===== src/ser_pkg.sv =====
package ser_pkg;
	// ==========================================================
	// Register map.
	localparam logic [3:0] ADDR_SECT_COUNT = 4'h0;
	localparam logic [3:0] ADDR_ID_SECTOR = 4'h1;
	localparam logic [3:0] ADDR_SEQ_STATUS = 4'h2;
	localparam logic [3:0] ADDR_RESTART = 4'h3;
	localparam logic [3:0] ADDR_ECC_STATUS = 4'h4;
	localparam logic [3:0] ADDR_SYND_PORT = 4'h5;
	localparam logic [3:0] ADDR_ECC_CONFIG = 4'h6;
	localparam logic [3:0] ADDR_IRQ_STATUS = 4'h7;
	localparam logic [3:0] ADDR_IRQ_ENABLE = 4'h8;
	localparam logic [3:0] ADDR_IRQ_CLEAR = 4'h9;
	localparam logic [3:0] ADDR_RESTART_LAST = 4'ha;
	// ==========================================================
	// Field positions.
	localparam int SEQ_SYNC_BIT = 0;
	localparam int SEQ_CMP_BIT = 1;
	localparam int SEQ_CKS_BIT = 2;
	localparam int SEQ_RUN_BIT = 3;
	localparam int ECC_SUMMARY_BIT = 7;
	localparam int IRQ_HALT_BIT = 0;
	localparam int IRQ_DONE_BIT = 1;
	// ==========================================================
	// Reset values and code sizes.
	localparam logic [7:0] SECT_COUNT_RST = 8'h00;
	localparam logic [7:0] RESTART_RST = 8'h00;
	localparam int NUM_INTERLEAVE = 5;
	localparam int DEG_LOW = 5;
	localparam int DEG_HIGH = 6;
	localparam int CORR_LOW = 2;
	localparam int CORR_HIGH = 3;
	localparam int MAX_CORR_BYTES = 30;
	// ==========================================================
	// Halt causes reported by the sequencer.
	typedef enum logic [2:0]
	{
		SER_ERR_NONE = 3'b000,
		SER_ERR_ID = 3'b001,
		SER_ERR_SYNC = 3'b010,
		SER_ERR_CMP = 3'b011,
		SER_ERR_CKS = 3'b100
	} ser_err_e;
	typedef enum logic [1:0]
	{
		SER_IDLE = 2'b00,
		SER_RUN = 2'b01,
		SER_HALT = 2'b10
	} ser_state_e;
	// Sequencer event reported for each sector.
	typedef struct packed
	{
		logic sector_done;
		logic halt;
		ser_err_e cause;
		logic data_xfer;
	} ser_evt_s;
	// Register bus request.
	typedef struct packed
	{
		logic wr;
		logic rd;
		logic [3:0] addr;
		logic [7:0] wdata;
	} ser_bus_s;
endpackage : ser_pkg


===== src/ser_error_recovery.sv =====
// ==========================================================
`timescale 1ns/1ps
`default_nettype none
module ser_error_recovery #(
	parameter int NUM_IL = ser_pkg::NUM_INTERLEAVE,
	parameter int MAX_DEG = ser_pkg::DEG_HIGH
)(
	input wire logic sys_clk,
	input wire logic rst_b,
	input wire logic [3:0] reg_addr,
	input wire logic [7:0] reg_wdata,
	input wire logic reg_wr,
	input wire logic reg_rd,
	output logic [7:0] reg_rdata,
	input wire ser_pkg::ser_evt_s seq_evt,
	input wire logic [7:0] id_sector_in,
	input wire logic synd_load,
	input wire logic [NUM_IL*MAX_DEG*8-1:0] synd_in,
	input wire logic [NUM_IL-1:0] synd_err_in,
	output logic seq_start,
	output logic [7:0] restart_addr,
	output logic sequencer_running,
	output logic irq
);
	// ==========================================================
	// Reset release.
	logic rst_meta_q;
	logic rst_sync_q;
	always_ff @(posedge sys_clk or negedge rst_b)
	begin
		if (!rst_b)
		begin
			rst_meta_q <= 1'b0;
			rst_sync_q <= 1'b0;
		end
		else
		begin
			rst_meta_q <= 1'b1;
			rst_sync_q <= rst_meta_q;
		end
	end

	// ==========================================================
	// Sequencer halt and recovery state.
	ser_pkg::ser_state_e state_q, state_d;
	logic [7:0] sector_remaining_count_q, sector_remaining_count_d;
	logic [7:0] id_sector_q, id_sector_d;
	logic sync_error_flag_q, sync_error_flag_d;
	logic compare_error_flag_q, compare_error_flag_d;
	logic checksum_error_flag_q, checksum_error_flag_d;
	logic [7:0] restart_addr_q, restart_addr_d;
	logic seq_start_q, seq_start_d;
	logic [NUM_IL-1:0] il_err_q, il_err_d;
	logic [NUM_IL*MAX_DEG*8-1:0] synd_q, synd_d;
	logic [2:0] byte_ptr_q, byte_ptr_d;
	logic deg6_q, deg6_d;
	logic [1:0] irq_stat_q, irq_stat_d;
	logic [1:0] irq_en_q, irq_en_d;
	logic [7:0] rdata_q, rdata_d;
	logic irq_q, irq_d;
	logic running_q, running_d;
	logic err_latched;
	logic past_failed;
	logic [2:0] cur_il;
	logic [2:0] last_byte;
	logic [7:0] synd_byte;

	assign err_latched = sync_error_flag_q | compare_error_flag_q | checksum_error_flag_q;
	// ID and sync halts keep the failed sector unless data transfer had already begun.
	assign past_failed = seq_evt.data_xfer
		| ((seq_evt.cause != ser_pkg::SER_ERR_ID) && (seq_evt.cause != ser_pkg::SER_ERR_SYNC));
	assign last_byte = deg6_q ? 3'(ser_pkg::DEG_HIGH - 1) : 3'(ser_pkg::DEG_LOW - 1);

	// Lowest-numbered failing interleave is the one offered.
	always_comb
	begin
		cur_il = 3'h0;
		for (int i = NUM_IL - 1; i >= 0; i--)
		begin
			if (il_err_q[i])
			begin
				cur_il = 3'(i);
			end
		end
	end

	// Byte zero of each interleave slot is its least significant syndrome byte.
	always_comb
	begin
		synd_byte = synd_q[(int'(cur_il) * MAX_DEG + int'(byte_ptr_q)) * 8 +: 8];
	end

	// Next-state for registers, flags, syndromes and the read port.
	always_comb
	begin
		state_d = state_q;
		sector_remaining_count_d = sector_remaining_count_q;
		id_sector_d = id_sector_q;
		sync_error_flag_d = sync_error_flag_q;
		compare_error_flag_d = compare_error_flag_q;
		checksum_error_flag_d = checksum_error_flag_q;
		restart_addr_d = restart_addr_q;
		seq_start_d = 1'b0;
		il_err_d = il_err_q;
		synd_d = synd_q;
		byte_ptr_d = byte_ptr_q;
		deg6_d = deg6_q;
		irq_stat_d = irq_stat_q;
		irq_en_d = irq_en_q;
		rdata_d = 8'h00;
		// Register writes come first so hardware events below win on the same cycle.
		if (reg_wr)
		begin
			if (reg_addr == ser_pkg::ADDR_SECT_COUNT)
			begin
				sector_remaining_count_d = reg_wdata;
				// A latched error keeps a fresh count from starting anything.
				if ((reg_wdata != 8'h00) && !err_latched && (state_q == ser_pkg::SER_IDLE))
				begin
					state_d = ser_pkg::SER_RUN;
					seq_start_d = 1'b1;
				end
			end
			else if (reg_addr == ser_pkg::ADDR_ID_SECTOR)
			begin
				id_sector_d = reg_wdata;
			end
			else if (reg_addr == ser_pkg::ADDR_RESTART)
			begin
				restart_addr_d = reg_wdata;
				sync_error_flag_d = 1'b0;
				compare_error_flag_d = 1'b0;
				checksum_error_flag_d = 1'b0;
				if (sector_remaining_count_q != 8'h00)
				begin
					state_d = ser_pkg::SER_RUN;
					seq_start_d = 1'b1;
				end
				else
				begin
					state_d = ser_pkg::SER_IDLE;
				end
			end
			else if (reg_addr == ser_pkg::ADDR_ECC_STATUS)
			begin
				// Only a written zero clears a flag; the pointer restarts for the next one.
				il_err_d = il_err_q & reg_wdata[NUM_IL-1:0];
				if ((il_err_q & ~reg_wdata[NUM_IL-1:0]) != '0)
				begin
					byte_ptr_d = 3'h0;
				end
			end
			else if (reg_addr == ser_pkg::ADDR_ECC_CONFIG)
			begin
				deg6_d = reg_wdata[0];
			end
			else if (reg_addr == ser_pkg::ADDR_IRQ_ENABLE)
			begin
				irq_en_d = reg_wdata[1:0];
			end
			else if (reg_addr == ser_pkg::ADDR_IRQ_CLEAR)
			begin
				irq_stat_d = irq_stat_q & ~reg_wdata[1:0];
			end
		end
		// Register reads; the port read also steps the byte pointer.
		if (reg_rd)
		begin
			if (reg_addr == ser_pkg::ADDR_SECT_COUNT)
			begin
				rdata_d = sector_remaining_count_q;
			end
			else if (reg_addr == ser_pkg::ADDR_ID_SECTOR)
			begin
				rdata_d = id_sector_q;
			end
			else if (reg_addr == ser_pkg::ADDR_SEQ_STATUS)
			begin
				rdata_d[ser_pkg::SEQ_SYNC_BIT] = sync_error_flag_q;
				rdata_d[ser_pkg::SEQ_CMP_BIT] = compare_error_flag_q;
				rdata_d[ser_pkg::SEQ_CKS_BIT] = checksum_error_flag_q;
				rdata_d[ser_pkg::SEQ_RUN_BIT] = (state_q == ser_pkg::SER_RUN);
			end
			else if (reg_addr == ser_pkg::ADDR_RESTART_LAST)
			begin
				rdata_d = restart_addr_q;
			end
			else if (reg_addr == ser_pkg::ADDR_ECC_STATUS)
			begin
				rdata_d[NUM_IL-1:0] = il_err_q;
				rdata_d[ser_pkg::ECC_SUMMARY_BIT] = |il_err_q;
			end
			else if (reg_addr == ser_pkg::ADDR_SYND_PORT)
			begin
				if (il_err_q != '0)
				begin
					rdata_d = synd_byte;
					if (byte_ptr_q != last_byte)
					begin
						byte_ptr_d = byte_ptr_q + 3'h1;
					end
				end
			end
			else if (reg_addr == ser_pkg::ADDR_ECC_CONFIG)
			begin
				rdata_d[0] = deg6_q;
			end
			else if (reg_addr == ser_pkg::ADDR_IRQ_STATUS)
			begin
				rdata_d[1:0] = irq_stat_q;
			end
			else if (reg_addr == ser_pkg::ADDR_IRQ_ENABLE)
			begin
				rdata_d[1:0] = irq_en_q;
			end
		end
		// Syndromes are captured at the end of each read data field.
		if (synd_load)
		begin
			synd_d = synd_in;
			il_err_d = synd_err_in;
			byte_ptr_d = 3'h0;
		end
		// Sequencer events while running.
		if (state_q == ser_pkg::SER_RUN)
		begin
			if (seq_evt.halt)
			begin
				state_d = ser_pkg::SER_HALT;
				irq_stat_d[ser_pkg::IRQ_HALT_BIT] = 1'b1;
				sync_error_flag_d = sync_error_flag_q | (seq_evt.cause == ser_pkg::SER_ERR_SYNC);
				compare_error_flag_d = compare_error_flag_q | (seq_evt.cause == ser_pkg::SER_ERR_CMP);
				checksum_error_flag_d = checksum_error_flag_q | (seq_evt.cause == ser_pkg::SER_ERR_CKS);
				if (past_failed)
				begin
					sector_remaining_count_d = sector_remaining_count_q - 8'h01;
				end
				// Only a sync halt before data transfer keeps the failed address.
				if (seq_evt.data_xfer || (seq_evt.cause != ser_pkg::SER_ERR_SYNC))
				begin
					id_sector_d = id_sector_in + 8'h01;
				end
				else
				begin
					id_sector_d = id_sector_in;
				end
				// ID and sync halts before data leave the count untouched.
				if (!past_failed)
				begin
					sector_remaining_count_d = sector_remaining_count_q;
				end
			end
			else if (seq_evt.sector_done)
			begin
				sector_remaining_count_d = sector_remaining_count_q - 8'h01;
				id_sector_d = id_sector_in + 8'h01;
				if (sector_remaining_count_q == 8'h01)
				begin
					state_d = ser_pkg::SER_IDLE;
					irq_stat_d[ser_pkg::IRQ_DONE_BIT] = 1'b1;
				end
			end
		end
		running_d = (state_d == ser_pkg::SER_RUN);
		irq_d = |(irq_stat_d & irq_en_d);
	end

	// Register all state.
	always_ff @(posedge sys_clk or negedge rst_sync_q)
	begin
		if (!rst_sync_q)
		begin
			state_q <= ser_pkg::SER_IDLE;
			sector_remaining_count_q <= ser_pkg::SECT_COUNT_RST;
			id_sector_q <= 8'h00;
			sync_error_flag_q <= 1'b0;
			compare_error_flag_q <= 1'b0;
			checksum_error_flag_q <= 1'b0;
			restart_addr_q <= ser_pkg::RESTART_RST;
			seq_start_q <= 1'b0;
			il_err_q <= '0;
			synd_q <= '0;
			byte_ptr_q <= 3'h0;
			deg6_q <= 1'b1;
			irq_stat_q <= 2'h0;
			irq_en_q <= 2'h0;
			rdata_q <= 8'h00;
			irq_q <= 1'b0;
			running_q <= 1'b0;
		end
		else
		begin
			state_q <= state_d;
			sector_remaining_count_q <= sector_remaining_count_d;
			id_sector_q <= id_sector_d;
			sync_error_flag_q <= sync_error_flag_d;
			compare_error_flag_q <= compare_error_flag_d;
			checksum_error_flag_q <= checksum_error_flag_d;
			restart_addr_q <= restart_addr_d;
			seq_start_q <= seq_start_d;
			il_err_q <= il_err_d;
			synd_q <= synd_d;
			byte_ptr_q <= byte_ptr_d;
			deg6_q <= deg6_d;
			irq_stat_q <= irq_stat_d;
			irq_en_q <= irq_en_d;
			rdata_q <= rdata_d;
			irq_q <= irq_d;
			running_q <= running_d;
		end
	end

	// ==========================================================
	// Outputs, all registered.
	assign reg_rdata = rdata_q;
	assign seq_start = seq_start_q;
	assign restart_addr = restart_addr_q;
	assign sequencer_running = running_q;
	assign irq = irq_q;
endmodule : ser_error_recovery
`default_nettype wire


===== config.mk =====
export PLATFORM = sky130hd
export DESIGN_NAME = ser_error_recovery
export DESIGN_NICKNAME = d
export VERILOG_FILES = /design/src/ser_pkg.sv /design/src/ser_error_recovery.sv
export SDC_FILE = /design/constraint.sdc
export NUM_CORES = 1
export LEC_CHECK = 0
export BUFFER_PORTS_ARGS = -buffer_cell sky130_fd_sc_hd__buf_2
export CAP_MARGIN = 20
export CELL_PAD_IN_SITES_DETAIL_PLACEMENT = 0
export CELL_PAD_IN_SITES_GLOBAL_PLACEMENT = 1
export CORE_UTILIZATION = 48
export DETAILED_ROUTE_END_ITERATION = 8
export PLACE_DENSITY = 0.95
export SLEW_MARGIN = 0
export SYNTH_ARGS = -nofsm -noshare
export SYNTH_HDL_FRONTEND = slang
export SYNTH_SLANG_ARGS = --single-unit

===== constraint.sdc =====
create_clock -name sys_clk -period 18.1 [get_ports sys_clk]
set_input_delay 0.905 -clock sys_clk [delete_from_list [all_inputs] [get_ports sys_clk]]
set_output_delay 0.905 -clock sys_clk [all_outputs]
set_load 0.02 [all_outputs]

## After elaboration in Yosys (flattened, before gate mapping)

Cells that the tools add are included.
Widths: inputs -> output; s select.

| storage, ports and cells | value |
|---|---|
| input bits | 276 |
| memories | 0 |
| memory bits (read-only) | 0 |
| bits in writable memories | 0 |
| latch bits | 0 |
| bits in registers | 295 |

| operators by class | value |
|---|---|
| bitwise operators | 16 |
| equal/unequal tests | 23 |
| shifts and indexed selects | 1 |
| add/sub/neg operators | 4 |
| div/mod/pow operators | 0 |
| magnitude comparators | 0 |
| multiply operators | 1 |
| reduce and logical (&&, ||, !) cells | 18 |
| mux-type cells | 111 |

Operator list:

| cell | count |
|---|---|
| $shiftx 240x11->8 | 1 |
| $mux 8 | 18 |
| $mux 3 | 21 |
| $mux 2 | 29 |
| $mux 5 | 7 |
| $mux 1 | 33 |
| $eq 4x3->1 const B | 4 |
| $reduce_bool 8->1 | 2 |
| $eq 4x4->1 const B | 3 |
| $and 5x5->5 | 2 |
| $reduce_bool 5->1 | 2 |
| $add 8x1->8 const B | 1 |
| $eq 4x2->1 const B | 2 |
| $eq 8x1->1 const B | 1 |
| $mux 4 | 2 |
| $sub 8x1->8 const B | 1 |
| $add 6x3->7 | 1 |
| $eq 3x2->1 const B | 2 |
| $mux 6 | 1 |
| $ne 2x2->1 const B | 3 |
| $or 1x1->1 | 6 |
| $reduce_and 6->1 | 1 |
| $mul 3x2->5 const B | 1 |
| $not 5->5 | 1 |
| 21 further kinds | 29 |

## Depth between registers and ports, before layout

Gate-level depths: netlist of the first run.

| depth | value |
|---|---|
| depth after elaboration | 19 |
| depth in mapped cells | 13 |
| mapped depth without buffers | 12 |

## Least setup slack after synthesis of the first run

No wires, ideal clock.

| timing path | value |
|---|---|
| kind | register to register |
| from | reg il_err_q[2] |
| to | reg rdata_q[4] (netlist: reg_rdata[4]) |
| data required time | 17972 ps |
| cell stages (with the launch flop) | 13 |
| path buffers | 2 |
| setup slack | 14874 ps |
| data arrival time | 3098 ps |
| clock period less this slack | 3226 ps |
| path through | dfrtp_1 > inv_1 > a21oi_1 > nor2_1 > ha_1 > inv_1 > fa_1 > clkbuf_1 > buf_1 > mux4_2 > mux4_2 > nand2_1 > a31oi_1 |

| on the way | value |
|---|---|
| word-level cells in the longest chain between the ends | 14 |
| elaborated cells on any way between the ends | 15 |
| classes of those cells | 1 x add/sub; 1 x mul; 1 x shift; 11 x mux; 1 x reduce/logical |

Ends and longest elaborated chain:

| what | RTL line | RTL |
|---|---|---|
| start: declaration | ser_error_recovery.sv:53 | `logic [NUM_IL-1:0] il_err_q, il_err_d;` |
| start signal: assignment | ser_error_recovery.sv:301 | `il_err_q <= il_err_d;` |
| $mux 3 (3 in a row) | ser_error_recovery.sv:80 | `if (il_err_q[i])` |
| $mul 3x2->5 | ser_error_recovery.sv:90 | `synd_byte = synd_q[(int'(cur_il) * MAX_DEG + int'(byte_ptr_q)) * 8 +: 8];` |
| $add 6x3->7 | ser_error_recovery.sv:90 |  |
| $shiftx 240x11->8 | ser_error_recovery.sv:90 |  |
| $mux 8 * | ser_error_recovery.sv:195 | `if (il_err_q != '0)` |
| $mux 6 * | ser_error_recovery.sv:193 | `else if (reg_addr == ser_pkg::ADDR_SYND_PORT)` |
| $mux 5 * | ser_error_recovery.sv:188 | `else if (reg_addr == ser_pkg::ADDR_ECC_STATUS)` |
| $mux 8 * | ser_error_recovery.sv:184 | `else if (reg_addr == ser_pkg::ADDR_RESTART_LAST)` |
| $mux 4 * | ser_error_recovery.sv:177 | `else if (reg_addr == ser_pkg::ADDR_SEQ_STATUS)` |
| $mux 8 * | ser_error_recovery.sv:173 | `else if (reg_addr == ser_pkg::ADDR_ID_SECTOR)` |
| $mux 8 * | ser_error_recovery.sv:169 | `if (reg_addr == ser_pkg::ADDR_SECT_COUNT)` |
| $mux 8 * | ser_error_recovery.sv:167 | `if (reg_rd)` |
| via rdata_d[4] | ser_error_recovery.sv:59 | `logic [7:0] rdata_q, rdata_d;` |
| end signal: assignment | ser_error_recovery.sv:307 | `rdata_q <= rdata_d;` |
| end: declaration | ser_error_recovery.sv:59 |  |

Mark *: on every way through the listed nets, which the timed path passes. The rest lies on a longest branch.
A chain may end at the register's enable or synchronous reset.

## Worst setup path in the final report of the first run

| timing path | value |
|---|---|
| from | reg il_err_q[2] |
| to | reg rdata_q[7] (netlist: reg_rdata[7]) |

| on the way | value |
|---|---|
| word-level cells in the longest chain between the ends | 14 |
| elaborated cells on any way between the ends | 16 |
| classes of those cells | 1 x add/sub; 1 x mul; 1 x shift; 11 x mux; 2 x reduce/logical |

Ends and longest elaborated chain:

| what | RTL line |
|---|---|
| $mux 3 (3 in a row) | ser_error_recovery.sv:80 |
| $mul 3x2->5 | ser_error_recovery.sv:90 |
| $add 6x3->7 | ser_error_recovery.sv:90 |
| $shiftx 240x11->8 | ser_error_recovery.sv:90 |
| $mux 8 | ser_error_recovery.sv:195 |
| $mux 6 | ser_error_recovery.sv:193 |
| $mux 1 * | ser_error_recovery.sv:188 |
| $mux 8 * | ser_error_recovery.sv:184 |
| $mux 4 * | ser_error_recovery.sv:177 |
| $mux 8 * | ser_error_recovery.sv:173 |
| $mux 8 * | ser_error_recovery.sv:169 |
| $mux 8 * | ser_error_recovery.sv:167 |
| via rdata_d[7] | ser_error_recovery.sv:59 |

Marked as above.

==> results of run 1 <==
==> final timing paths <==
path	from	end	cells past startpoint
worst min register to register	rst_sync_q	synd_q[49]	0
worst min-delay path	rst_b	rst_sync_q	1
max in group asynchronous	rst_sync_q	synd_q[232]	1
worst max-delay path	il_err_q[2]	reg_rdata[7]	12
worst max register to register	il_err_q[2]	reg_rdata[7]	12
min in group sys_clk	rst_meta_q	rst_sync_q	0
==> registers in the layout, summed over array words and instances (netlist names) <==
| register | count |
|---|---|
| synd_q | 240 |
| id_sector_q | 8 |
| reg_rdata | 8 |
| restart_addr | 8 |
| sector_remaining_count_q | 8 |
| il_err_q | 5 |
| byte_ptr_q | 3 |
| irq_en_q | 2 |
| irq_stat_q | 2 |
| state_q | 2 |
| checksum_error_flag_q | 1 |
| compare_error_flag_q | 1 |
| deg6_q | 1 |
| irq | 1 |
| rst_meta_q | 1 |
| rst_sync_q | 1 |
| seq_start | 1 |
| sequencer_running | 1 |
| sync_error_flag_q | 1 |
==> routing by layer <==
| layer | part of all wire (%) | track usage [%] |
|---|---|---|
| met5 | 0.18 | 0 |
| met4 | 4.2 | 11.59 |
| met3 | 9.0 | 8.115 |
| met2 | 48 | 42.70 |
| met1 | 39 | 34.00 |
==> power groups by stage <==
stage / Sequential, uW / Combinational [uW] / Clock (uW)
after CTS: 816 / 357 / 728
final: 817 / 360 / 717
after floorplan: 814 / 235 / 0
after global placement: 824 / 346 / 0
after global routing: 826 / 392 / 753
after detailed placement: 827 / 355 / 0
==> layout by cell type (no fill, tap or decap), types with 8 or more instances in the layout <==
cell	n
and3_1	8
clkbuf_16	31
mux2_2	251
a31oi_1	11
dfrtp_1	292
diode_2	17
mux4_2	48
nor2_1	49
nand3_1	17
buf_2	293
nand2b_1	10
a21oi_1	41
o22ai_1	23
mux2i_1	38
nor3_1	14
ha_1	8
o21ai_0	43
inv_1	18
nand2_1	43
==> area by class of cell <==
class                   count  area (um^2)
fillers                  2326        11680
multi-input cells         711         6516
inverters                  19        71.32
diodes                     17        42.54
repair buffers            303         1589
clock buffers              43        890.9
flip-flops and latches    295         7391
clock inverters            15        271.5
well taps                 384        480.5
==> logic make-up (layout without fill, tap and decap cells) <==
kind of cell | count (synthesis) | after routing
fa+ha+maj | 10 | 10
mux | 337 | 337
buf+inv | 89 | 380
compound gates | 174 | 174
xor+xnor | 7 | 7
simple gates | 182 | 182
flops | 295 | 295
other cells | 1 | 18
==> through the flow <==
step                instance area (um^2)  utilization [%]
floorplan                          14220                -
global placement                   16010            55.31
detailed placement                 16010            55.31
CTS                                17170            59.33
global route                       17240            59.59
finish                             17250            59.63
==> worst reg2reg max path, stage by stage (launching register included) <==
cell and delay, ps:
dfrtp_1 420, inv_1 60, a21oi_1 140, nor2_1 80, ha_1 310, inv_1 60
fa_2 1230, nor2b_1 540, a221oi_1 200, a22oi_1 220, nand2_1 110, a222oi_1 400
a21oi_1 130
==> cell usage after synthesis (17+ instances only) <==
master	count
o22ai_1	23
o21ai_0	43
mux4_2	48
clkbuf_1	55
nand3_1	17
nor2_1	49
mux2i_1	38
mux2_2	251
a21oi_1	41
inv_1	18
nand2_1	43
dfrtp_1	294
==> out/metrics.yaml, run 1 <==
yosys:
  synth_edf_count: 0
  synthAdderAreaFrac_pct: 0.9326
  synth_cell_types: 64
  syn-num-nets: 1381
  synthFlopType: "dfrtp_1"
  yosysSeqAreaShare_pct: 51.92
  synth_warnings: 0
  syn_area_um2: 14220
  synthMuxAreaShare_pct: 30.15
  synth_top_family_by_area: "multiplexers"
  yosys.area.top_type: "dfrtp_1"
  synthArstFlopShare_pct: 100.0
  synth-compound-area-share_pct: 7.813
  synth-simple-area-share_pct: 6.326
  yosysTopAreaCellShare_pct: 51.73
  synthCells: 1095
  ys_seq_elements: 295
  synth_xor_area_share_pct: 0.4311
  syn_avg_cell_area_um2: 12.99
  synth_area_leaders: "dfrtp_1, mux2_2, mux4_2, mux2i_1, o21ai_0"
grt:
  track_usage_pct: 26.83
  grt_first_pass_wirelength_um: 62200
  grt_max_degree: 196
  grt_pass1_vias: 10862
  antenna_found_initial: 24
  grt-ovfl-total: 0
worst_setup_path:
  crit_family: "adder cells"
  path_cells: "inv_1 -> a21oi_1 -> nor2_1 -> ha_1 -> inv_1 -> fa_2 -> nor2b_1 -> a221oi_1 -> a22oi_1 -> nand2_1 -> a222oi_1 -> a21oi_1"
  cp_slowest_cell: "fa_2"
  worstPathRequired_ps: 18540
  path_max_fanout: 42
  critPathLaunchType: "register"
  critPathCaptureType: "register"
  crit_type: "register to register"
  path_buf_inv: 2
  r2r_setup_slack_ps: 14100
  worstPathArrival_ps: 4440
  cp_slowest_stage_delay_ps: 1230
clocking:
  cts_sinks: 295
  numCtsBuffers: 31
  cts_setup_buffers: 0
  tritoncts: "done"
  cts_hold_buf: 0
  cts.htree.levels: 1
  clkTransAtPathRegs_ps: 60
  clk_latency_ps: 580
  clk_path_buf_depth: 3
  cts_root_buf: "clkbuf_16"
  post_cts_resized: 0
detailed_routing:
  drc: 0
  vias_per_cell: 5.859
  wl_um: 40620
  drt-initial-drc-count: 721
  vias: 10470
  firstDrtPassIters: 7
  drt-wirelength-per-cell_um: 22.73
  ant_nets: 0
sta:
  tightest_slew_ps: 1123
  min_period_ps: 4001
  worst_slew_margin_rel_pct: 25.12
  setup_viol: 0
  rsz0062_at_grt: "false"
  finalClockSkew_ps: 16.69
  hold_viol_final: 0
  holdWs_ps: 94.83
  setup_tns_ps: 0
  fin_crit_sh_pct: 22.10
  finalMaxSlewViolations: 0
  max_freq_mhz: 249.9
  fin_ws_ps: 14100
pwr:
  pwr-share-comb_pct: 19.0
  clockPowerShare_pct: 37.9
  power.density_cell_area_nw_per_um2: 109.8
  p_int_uw: 1368
  p_sw_share_pct: 27.79
  power_switching_uw: 526.4
  seqPwrFrac_pct: 43.1
  vdd_drop_max_uv: 95.61
  power.leakage_uw: 0.007472
  power_uw: 1894
floorplan:
  dieArea_um2: 30320
  core_area_um2: 28940
  die_h_um: 174.1
  die_w_um: 174.1
  initial_core_util_pct: 49.15
  rows: 62
  io_pins: 295
place:
  dp_hpwl_um: 29400
  gp_congestion: 0.9345
  dpl_worst_slack_ps: 14160
  placed_cells: 1710
  port_buffers: 294
final_layout:
  fin_nets: 1647
  drive_gt1_share_pct: 48.05
  finalNonFillerCells: 1787
  area_delta_synth_final_pct: 21.32
min_path:
  hp-class: "input pin to async pin"
run:
  cap_viol_max_count: 0
status:
  outcome: "finished, final reports clean"
(Power assumes the default switching activity.)
==> inputs of run 2 (changes only) <==
- CORE_UTILIZATION: 48 -> 40
- PLACE_DENSITY: 0.95 -> 0.86
- clock period: 18.1 -> 3.3 ns (I/O delays scaled with it)
==> run 2 against run 1 <==
  * Sequential share of layout area shrank 6.0 points
  * Sequential cell count is the same
  * Critical path depth shrank 3
  * Utilization shrank 1.9 points
  * Largest cell class unchanged
  * Register-to-register slack lost 14000 ps
  * Global-route usage shrank 0.27 points
  * Power grew to 5.7 times the previous value
  * Fmax grew 25%
  * Non-clock buffer count grew 280
  * Combinational power grew to 6.5 times the previous value
  * Worst setup slack lost 14000 ps
  * Wire length grew 19%
==> out/metrics.yaml, run 2 (same netlist as run 1, synthesis figures left out) <==
status:
  outcome: "finished, final reports clean"
final_layout:
  multi_input_area_um2: 6525
  top_register: "synd_q"
  largest_reg_flops: 240
  area_delta_synth_final_pct: 41.22
  seq_area_um2: 7392
  drive_gt1_share_pct: 41.39
  fillers: 2718
  finalNonFillerCells: 2131
  fin_nets: 1930
  final_cell_mix: "buf_2, dfrtp_1, mux2_2, dlygate4sd3_1, nor2_1"
  final_common_cell: "buf_2"
pwr:
  vdd_drop_max_uv: 403.0
  p_sw_share_pct: 28.36
  pwr-share-comb_pct: 21.9
  power_switching_uw: 3053
  clockPowerShare_pct: 36.1
  p_int_uw: 7712
  power.density_cell_area_nw_per_um2: 536.0
  power_uw: 10770
  power.leakage_uw: 0.008659
  seqPwrFrac_pct: 42.0
floorplan:
  dieArea_um2: 36310
  io_pins: 295
  initial_core_util_pct: 40.87
  core_area_um2: 34800
  die_w_um: 190.6
  rows: 68
  die_h_um: 190.6
run:
  cap_viol_max_count: 0
grt:
  grt_first_pass_wirelength_um: 73460
  antenna_found_initial: 8
  track_usage_pct: 26.56
  grt_max_degree: 84
  grt_pass1_vias: 12728
  grt-ovfl-total: 0
clocking:
  cts.htree.levels: 2
  clk_latency_ps: 510
  cts_sinks: 295
  tritoncts: "done"
  numCtsBuffers: 34
  cts_root_buf: "clkbuf_16"
  clkTransAtPathRegs_ps: 60
  clk_path_buf_depth: 3
worst_setup_path:
  cp_slowest_cell: "or4_1"
  critPathCaptureType: "register"
  path_buf_inv: 0
  crit_family: "simple AND/OR/NAND/NOR gates"
  worstPathArrival_ps: 3620
  worstPathRequired_ps: 3730
  crit_type: "register to register"
  critPathLaunchType: "register"
  cp_slowest_stage_delay_ps: 580
  r2r_setup_slack_ps: 110
  path_max_fanout: 8
  path_cells: "or4_1 -> nor2_1 -> ha_1 -> ha_1 -> or3_1 -> nand3_1 -> or3b_4 -> or3_1 -> a31oi_1"
place:
  port_buffers: 294
  dpl_worst_slack_ps: 79.84
  gp_congestion: 0.9018
  placed_cells: 1808
  dp_hpwl_um: 32080
detailed_routing:
  vias: 11846
  drt-initial-drc-count: 854
  drt-wirelength-per-cell_um: 22.77
  wl_um: 48520
  drc: 0
  firstDrtPassIters: 6
  ant_nets: 0
  vias_per_cell: 5.559
sta:
  finalClockSkew_ps: 29.76
  max_freq_mhz: 313.2
  finalMaxSlewViolations: 0
  min_period_ps: 3193
  fin_crit_sh_pct: 96.75
  setup_tns_ps: 0
  rsz0062_at_grt: "true"
  tightest_slew_ps: 776.0
  worst_slew_margin_rel_pct: 47.54
  fin_ws_ps: 107.1
  hold_viol_final: 0
  setup_viol: 0
min_path:
  hp-class: "input pin to register"
[run 2: changes by cell type in the layout (fill, tap and decap cells not counted), sizes merged]
cell | before | now
buf | 303 | 332
clkinv | 7 | 1
bufinv | 7 | 4
dlygate4sd3 | 0 | 251
clkbuf | 43 | 54
diode | 17 | 9
clkinvlp | 1 | 0
[run 2: per-stage QoR]
stage	utilization [%]	hold WS (ps)	area (um^2)
after floorplan	-	-130.6	14220
after global placement	47.05	-48.63	16370
after detailed placement	47.05	-48.81	16370
after CTS	57.50	4.778	20010
after global routing	57.70	14.89	20080
final	57.71	18.73	20080
[run 2: worst reg2reg max path: stages (launching register included)]
cell     delay, ps
dfrtp_1        430
or4_1          580
nor2_1         120
ha_1           240
ha_1           190
or3_1          400
nand3_1        130
or3b_4         450
or3_1          410
a31oi_1        170
[run 2: power by group through the flow]
stage	clock network (uW)	registers, uW	logic (uW)
floorplan	0	4460	1290
global placement	0	4530	1980
detailed placement	0	4550	2040
CTS	3880	4490	2280
global route	4070	4570	2540
finish	3890	4520	2350
[run 2: layout make-up]
| type | instances | share of cell area [%] |
|---|---|---|
| clock inverter | 5 | 0.6417 |
| antenna | 9 | 0.1121 |
| timing repair buffer | 583 | 21.79 |
| clock buffer | 54 | 4.965 |
| multi-input combinational | 711 | 32.49 |
| inverter | 19 | 0.3551 |
| tap | 455 | 2.835 |
| sequential | 295 | 36.81 |
[run 2: path summary, 6_finish.rpt]
| check | from | cells after the start | to |
|---|---|---|---|
| min in group asynchronous | rst_sync_q | 0 | synd_q[120] |
| worst max-delay path | il_err_q[3] | 9 | reg_rdata[0] |
| worst min register to register | rst_sync_q | 0 | synd_q[120] |
| max in group asynchronous | rst_sync_q | 1 | synd_q[210] |
| worst max register to register | il_err_q[3] | 9 | reg_rdata[0] |
| worst min-delay path | seq_evt[2] | 2 | sync_error_flag_q |
[run 2: per-layer routing]
metal  vias up  part of all wire, %  track usage (%)
met4         0                  4.3            10.74
met2       539                   49            44.53
li1       5203                    -                -
met5         -                    0                0
met1      5977                   39            33.21
met3       127                  7.4            5.834
[run 2: repair_timing]
action | 4_1_cts | 5_1_grt
gates resized for setup | 0 | 4
endpoints found under the setup margin | 0 | 6
hold buffers | 251 | 0
endpoints found under the hold margin | 251 | 0
buffers inserted | 0 | 4
==> inputs of run 3 (changes only) <==
- CAP_MARGIN: 20 -> 0
- CELL_PAD_IN_SITES_DETAIL_PLACEMENT: 0 -> not set
- CELL_PAD_IN_SITES_GLOBAL_PLACEMENT: 1 -> not set
- CORE_UTILIZATION: 40 -> 50
- PLACE_DENSITY: 0.86 -> 0.87
==> run 3 against run 2 <==
  * Die area fell by 20%
  * Critical path depth rose by 1
  * Sequential power increased by 0.9%
  * Cell count fell by 3.6%
  * Final area up 0.19%
  * Sequential cell count stayed put
  * Worst setup slack worse by 65 ps
  * Non-clock buffer count up 3
  * Combinational power up 2%
  * First-iteration DRC count is 70% higher
  * Largest cell class unchanged
==> out/metrics.yaml, run 3 (same netlist as run 1, synthesis figures left out) <==
status:
  outcome: "finished, final reports clean"
clocking:
  clk_path_buf_depth: 3
  numCtsBuffers: 34
  tritoncts: "done"
  clkTransAtPathRegs_ps: 60
  cts_sinks: 295
  cts.htree.levels: 2
  clk_latency_ps: 530
  cts_root_buf: "clkbuf_16"
sta:
  fin_ws_ps: 42.54
  hold_viol_final: 0
  tightest_slew_ps: 865.3
  min_period_ps: 3257
  worst_slew_margin_rel_pct: 42.10
  setup_viol: 0
  finalClockSkew_ps: 20.26
  fin_crit_sh_pct: 98.71
  rsz0062_at_grt: "true"
  finalMaxSlewViolations: 0
  holdWs_ps: 6.842
  max_freq_mhz: 307.0
detailed_routing:
  wl_um: 51450
  drt-wirelength-per-cell_um: 25.05
  firstDrtPassIters: 8
  ant_nets: 0
  vias_per_cell: 6.059
  drc: 0
  drt-initial-drc-count: 1451
  vias: 12445
min_path:
  hp-class: "input pin to register"
grt:
  grt_max_degree: 102
  grt_pass1_vias: 13430
  antenna_found_initial: 4
  track_usage_pct: 36.01
  grt_first_pass_wirelength_um: 77870
  grt-ovfl-total: 0
pwr:
  power_switching_uw: 3292
  p_int_uw: 7913
  power.density_cell_area_nw_per_um2: 556.8
  seqPwrFrac_pct: 40.7
  power.leakage_uw: 0.008731
  clockPowerShare_pct: 38.0
  pwr-share-comb_pct: 21.3
  vdd_drop_max_uv: 401.3
  p_sw_share_pct: 29.38
worst_setup_path:
  worstPathArrival_ps: 3670
  critPathLaunchType: "register"
  path_max_fanout: 9
  critPathCaptureType: "register"
  worstPathRequired_ps: 3710
  path_buf_inv: 2
  cp_slowest_stage_delay_ps: 720
  crit_family: "adder cells"
  cp_slowest_cell: "fa_2"
  crit_type: "register to register"
  cpMostUsedCell: "mux4_2"
  path_cells: "inv_2 -> a21oi_2 -> nor2_1 -> ha_1 -> inv_1 -> fa_2 -> mux4_2 -> mux4_2 -> and2_1 -> o311a_1"
floorplan:
  die_h_um: 170.7
  io_pins: 295
  initial_core_util_pct: 51.05
  rows: 61
  dieArea_um2: 29120
  die_w_um: 170.7
  core_area_um2: 27860
final_layout:
  seq_area_um2: 7391
  top_register: "synd_q"
  final_common_cell: "buf_2"
  drive_gt1_share_pct: 41.99
  fillers: 1703
  finalNonFillerCells: 2054
  area_delta_synth_final_pct: 41.49
  fin_nets: 1933
  utilization_pct: 72.23
  final_cell_mix: "buf_2, dfrtp_1, dlygate4sd3_1"
  multi_input_area_um2: 6541
  fin_area_um2: 20120
  largest_reg_flops: 240
place:
  placed_cells: 1732
  dp_hpwl_um: 30660
  place_area_um2: 16280
  dpl_worst_slack_ps: 23.25
  gp_congestion: 1.006
  port_buffers: 294
run:
  cap_viol_max_count: 0
-- run 3: per-layer routing --
| layer | track usage [%] | routed length [um] | vias up | part of all wire [%] |
|---|---|---|---|---|
| li1 | - | - | 5207 | - |
| met1 | 40.98 | 17980 | 6200 | 35 |
| met2 | 61.17 | 25730 | 798 | 50 |
| met3 | 8.952 | 4489 | 238 | 8.7 |
| met4 | 21.97 | 3236 | 2 | 6.3 |
| met5 | 0 | 13 | - | 0.025 |
-- run 3: area by class of cell --
class / instances / share of cell area [%]
antenna: 4 / 0.04975
clock buffer: 44 / 4.664
clock inverter: 17 / 1.492
inverter: 19 / 0.3544
multi-input combinational: 711 / 32.51
sequential: 295 / 36.73
tap: 378 / 2.350
timing repair buffer: 586 / 21.85
-- run 3: worst register-to-register path, cell delays in order, from the launching register on --
cell and delay [ps]:
dfrtp_1 440, inv_2 60, a21oi_2 140, nor2_1 80
ha_1 310, inv_1 60, fa_2 720, mux4_2 390
mux4_2 490, and2_1 180, o311a_1 280
-- run 3: power by group through the flow --
stage / clock network, uW / registers (uW) / logic, uW
global route: 4410 / 4590 / 2540
CTS: 4210 / 4500 / 2260
detailed placement: 0 / 4550 / 2000
global placement: 0 / 4530 / 1930
finish: 4250 / 4560 / 2390
floorplan: 0 / 4460 / 1290
-- run 3: final timing paths --
check | from | to | slack [ps] | cells past startpoint
max | il_err_q[2] | reg_rdata[2] | 40 | 10
min | id_sector_in[6] | id_sector_q[6] | 7 | 4
max reg2reg | il_err_q[2] | reg_rdata[2] | 40 | 10
min reg2reg | rst_meta_q | rst_sync_q | 380 | 0
max in group asynchronous | rst_sync_q | synd_q[25] | 1750 | 1
min in group asynchronous | rst_sync_q | synd_q[118] | 410 | 0
-- run 3: timing repair --
| item | 4_1_cts | 5_1_grt |
|---|---|---|
| setup endpoints to repair | 0 | 6 |
| gates resized for setup | 0 | 7 |
| endpoints found under the hold margin | 256 | 0 |
| hold buffers | 255 | 0 |
| setup buffers | 0 | 2 |
-- run 3: per-stage QoR --
step | power [uW] | TNS [ps]
floorplan | 5750 | 0
global placement | 6462 | 0
detailed placement | 6548 | 0
CTS | 10970 | 0
global route | 11540 | -4.124
finish | 11200 | 0
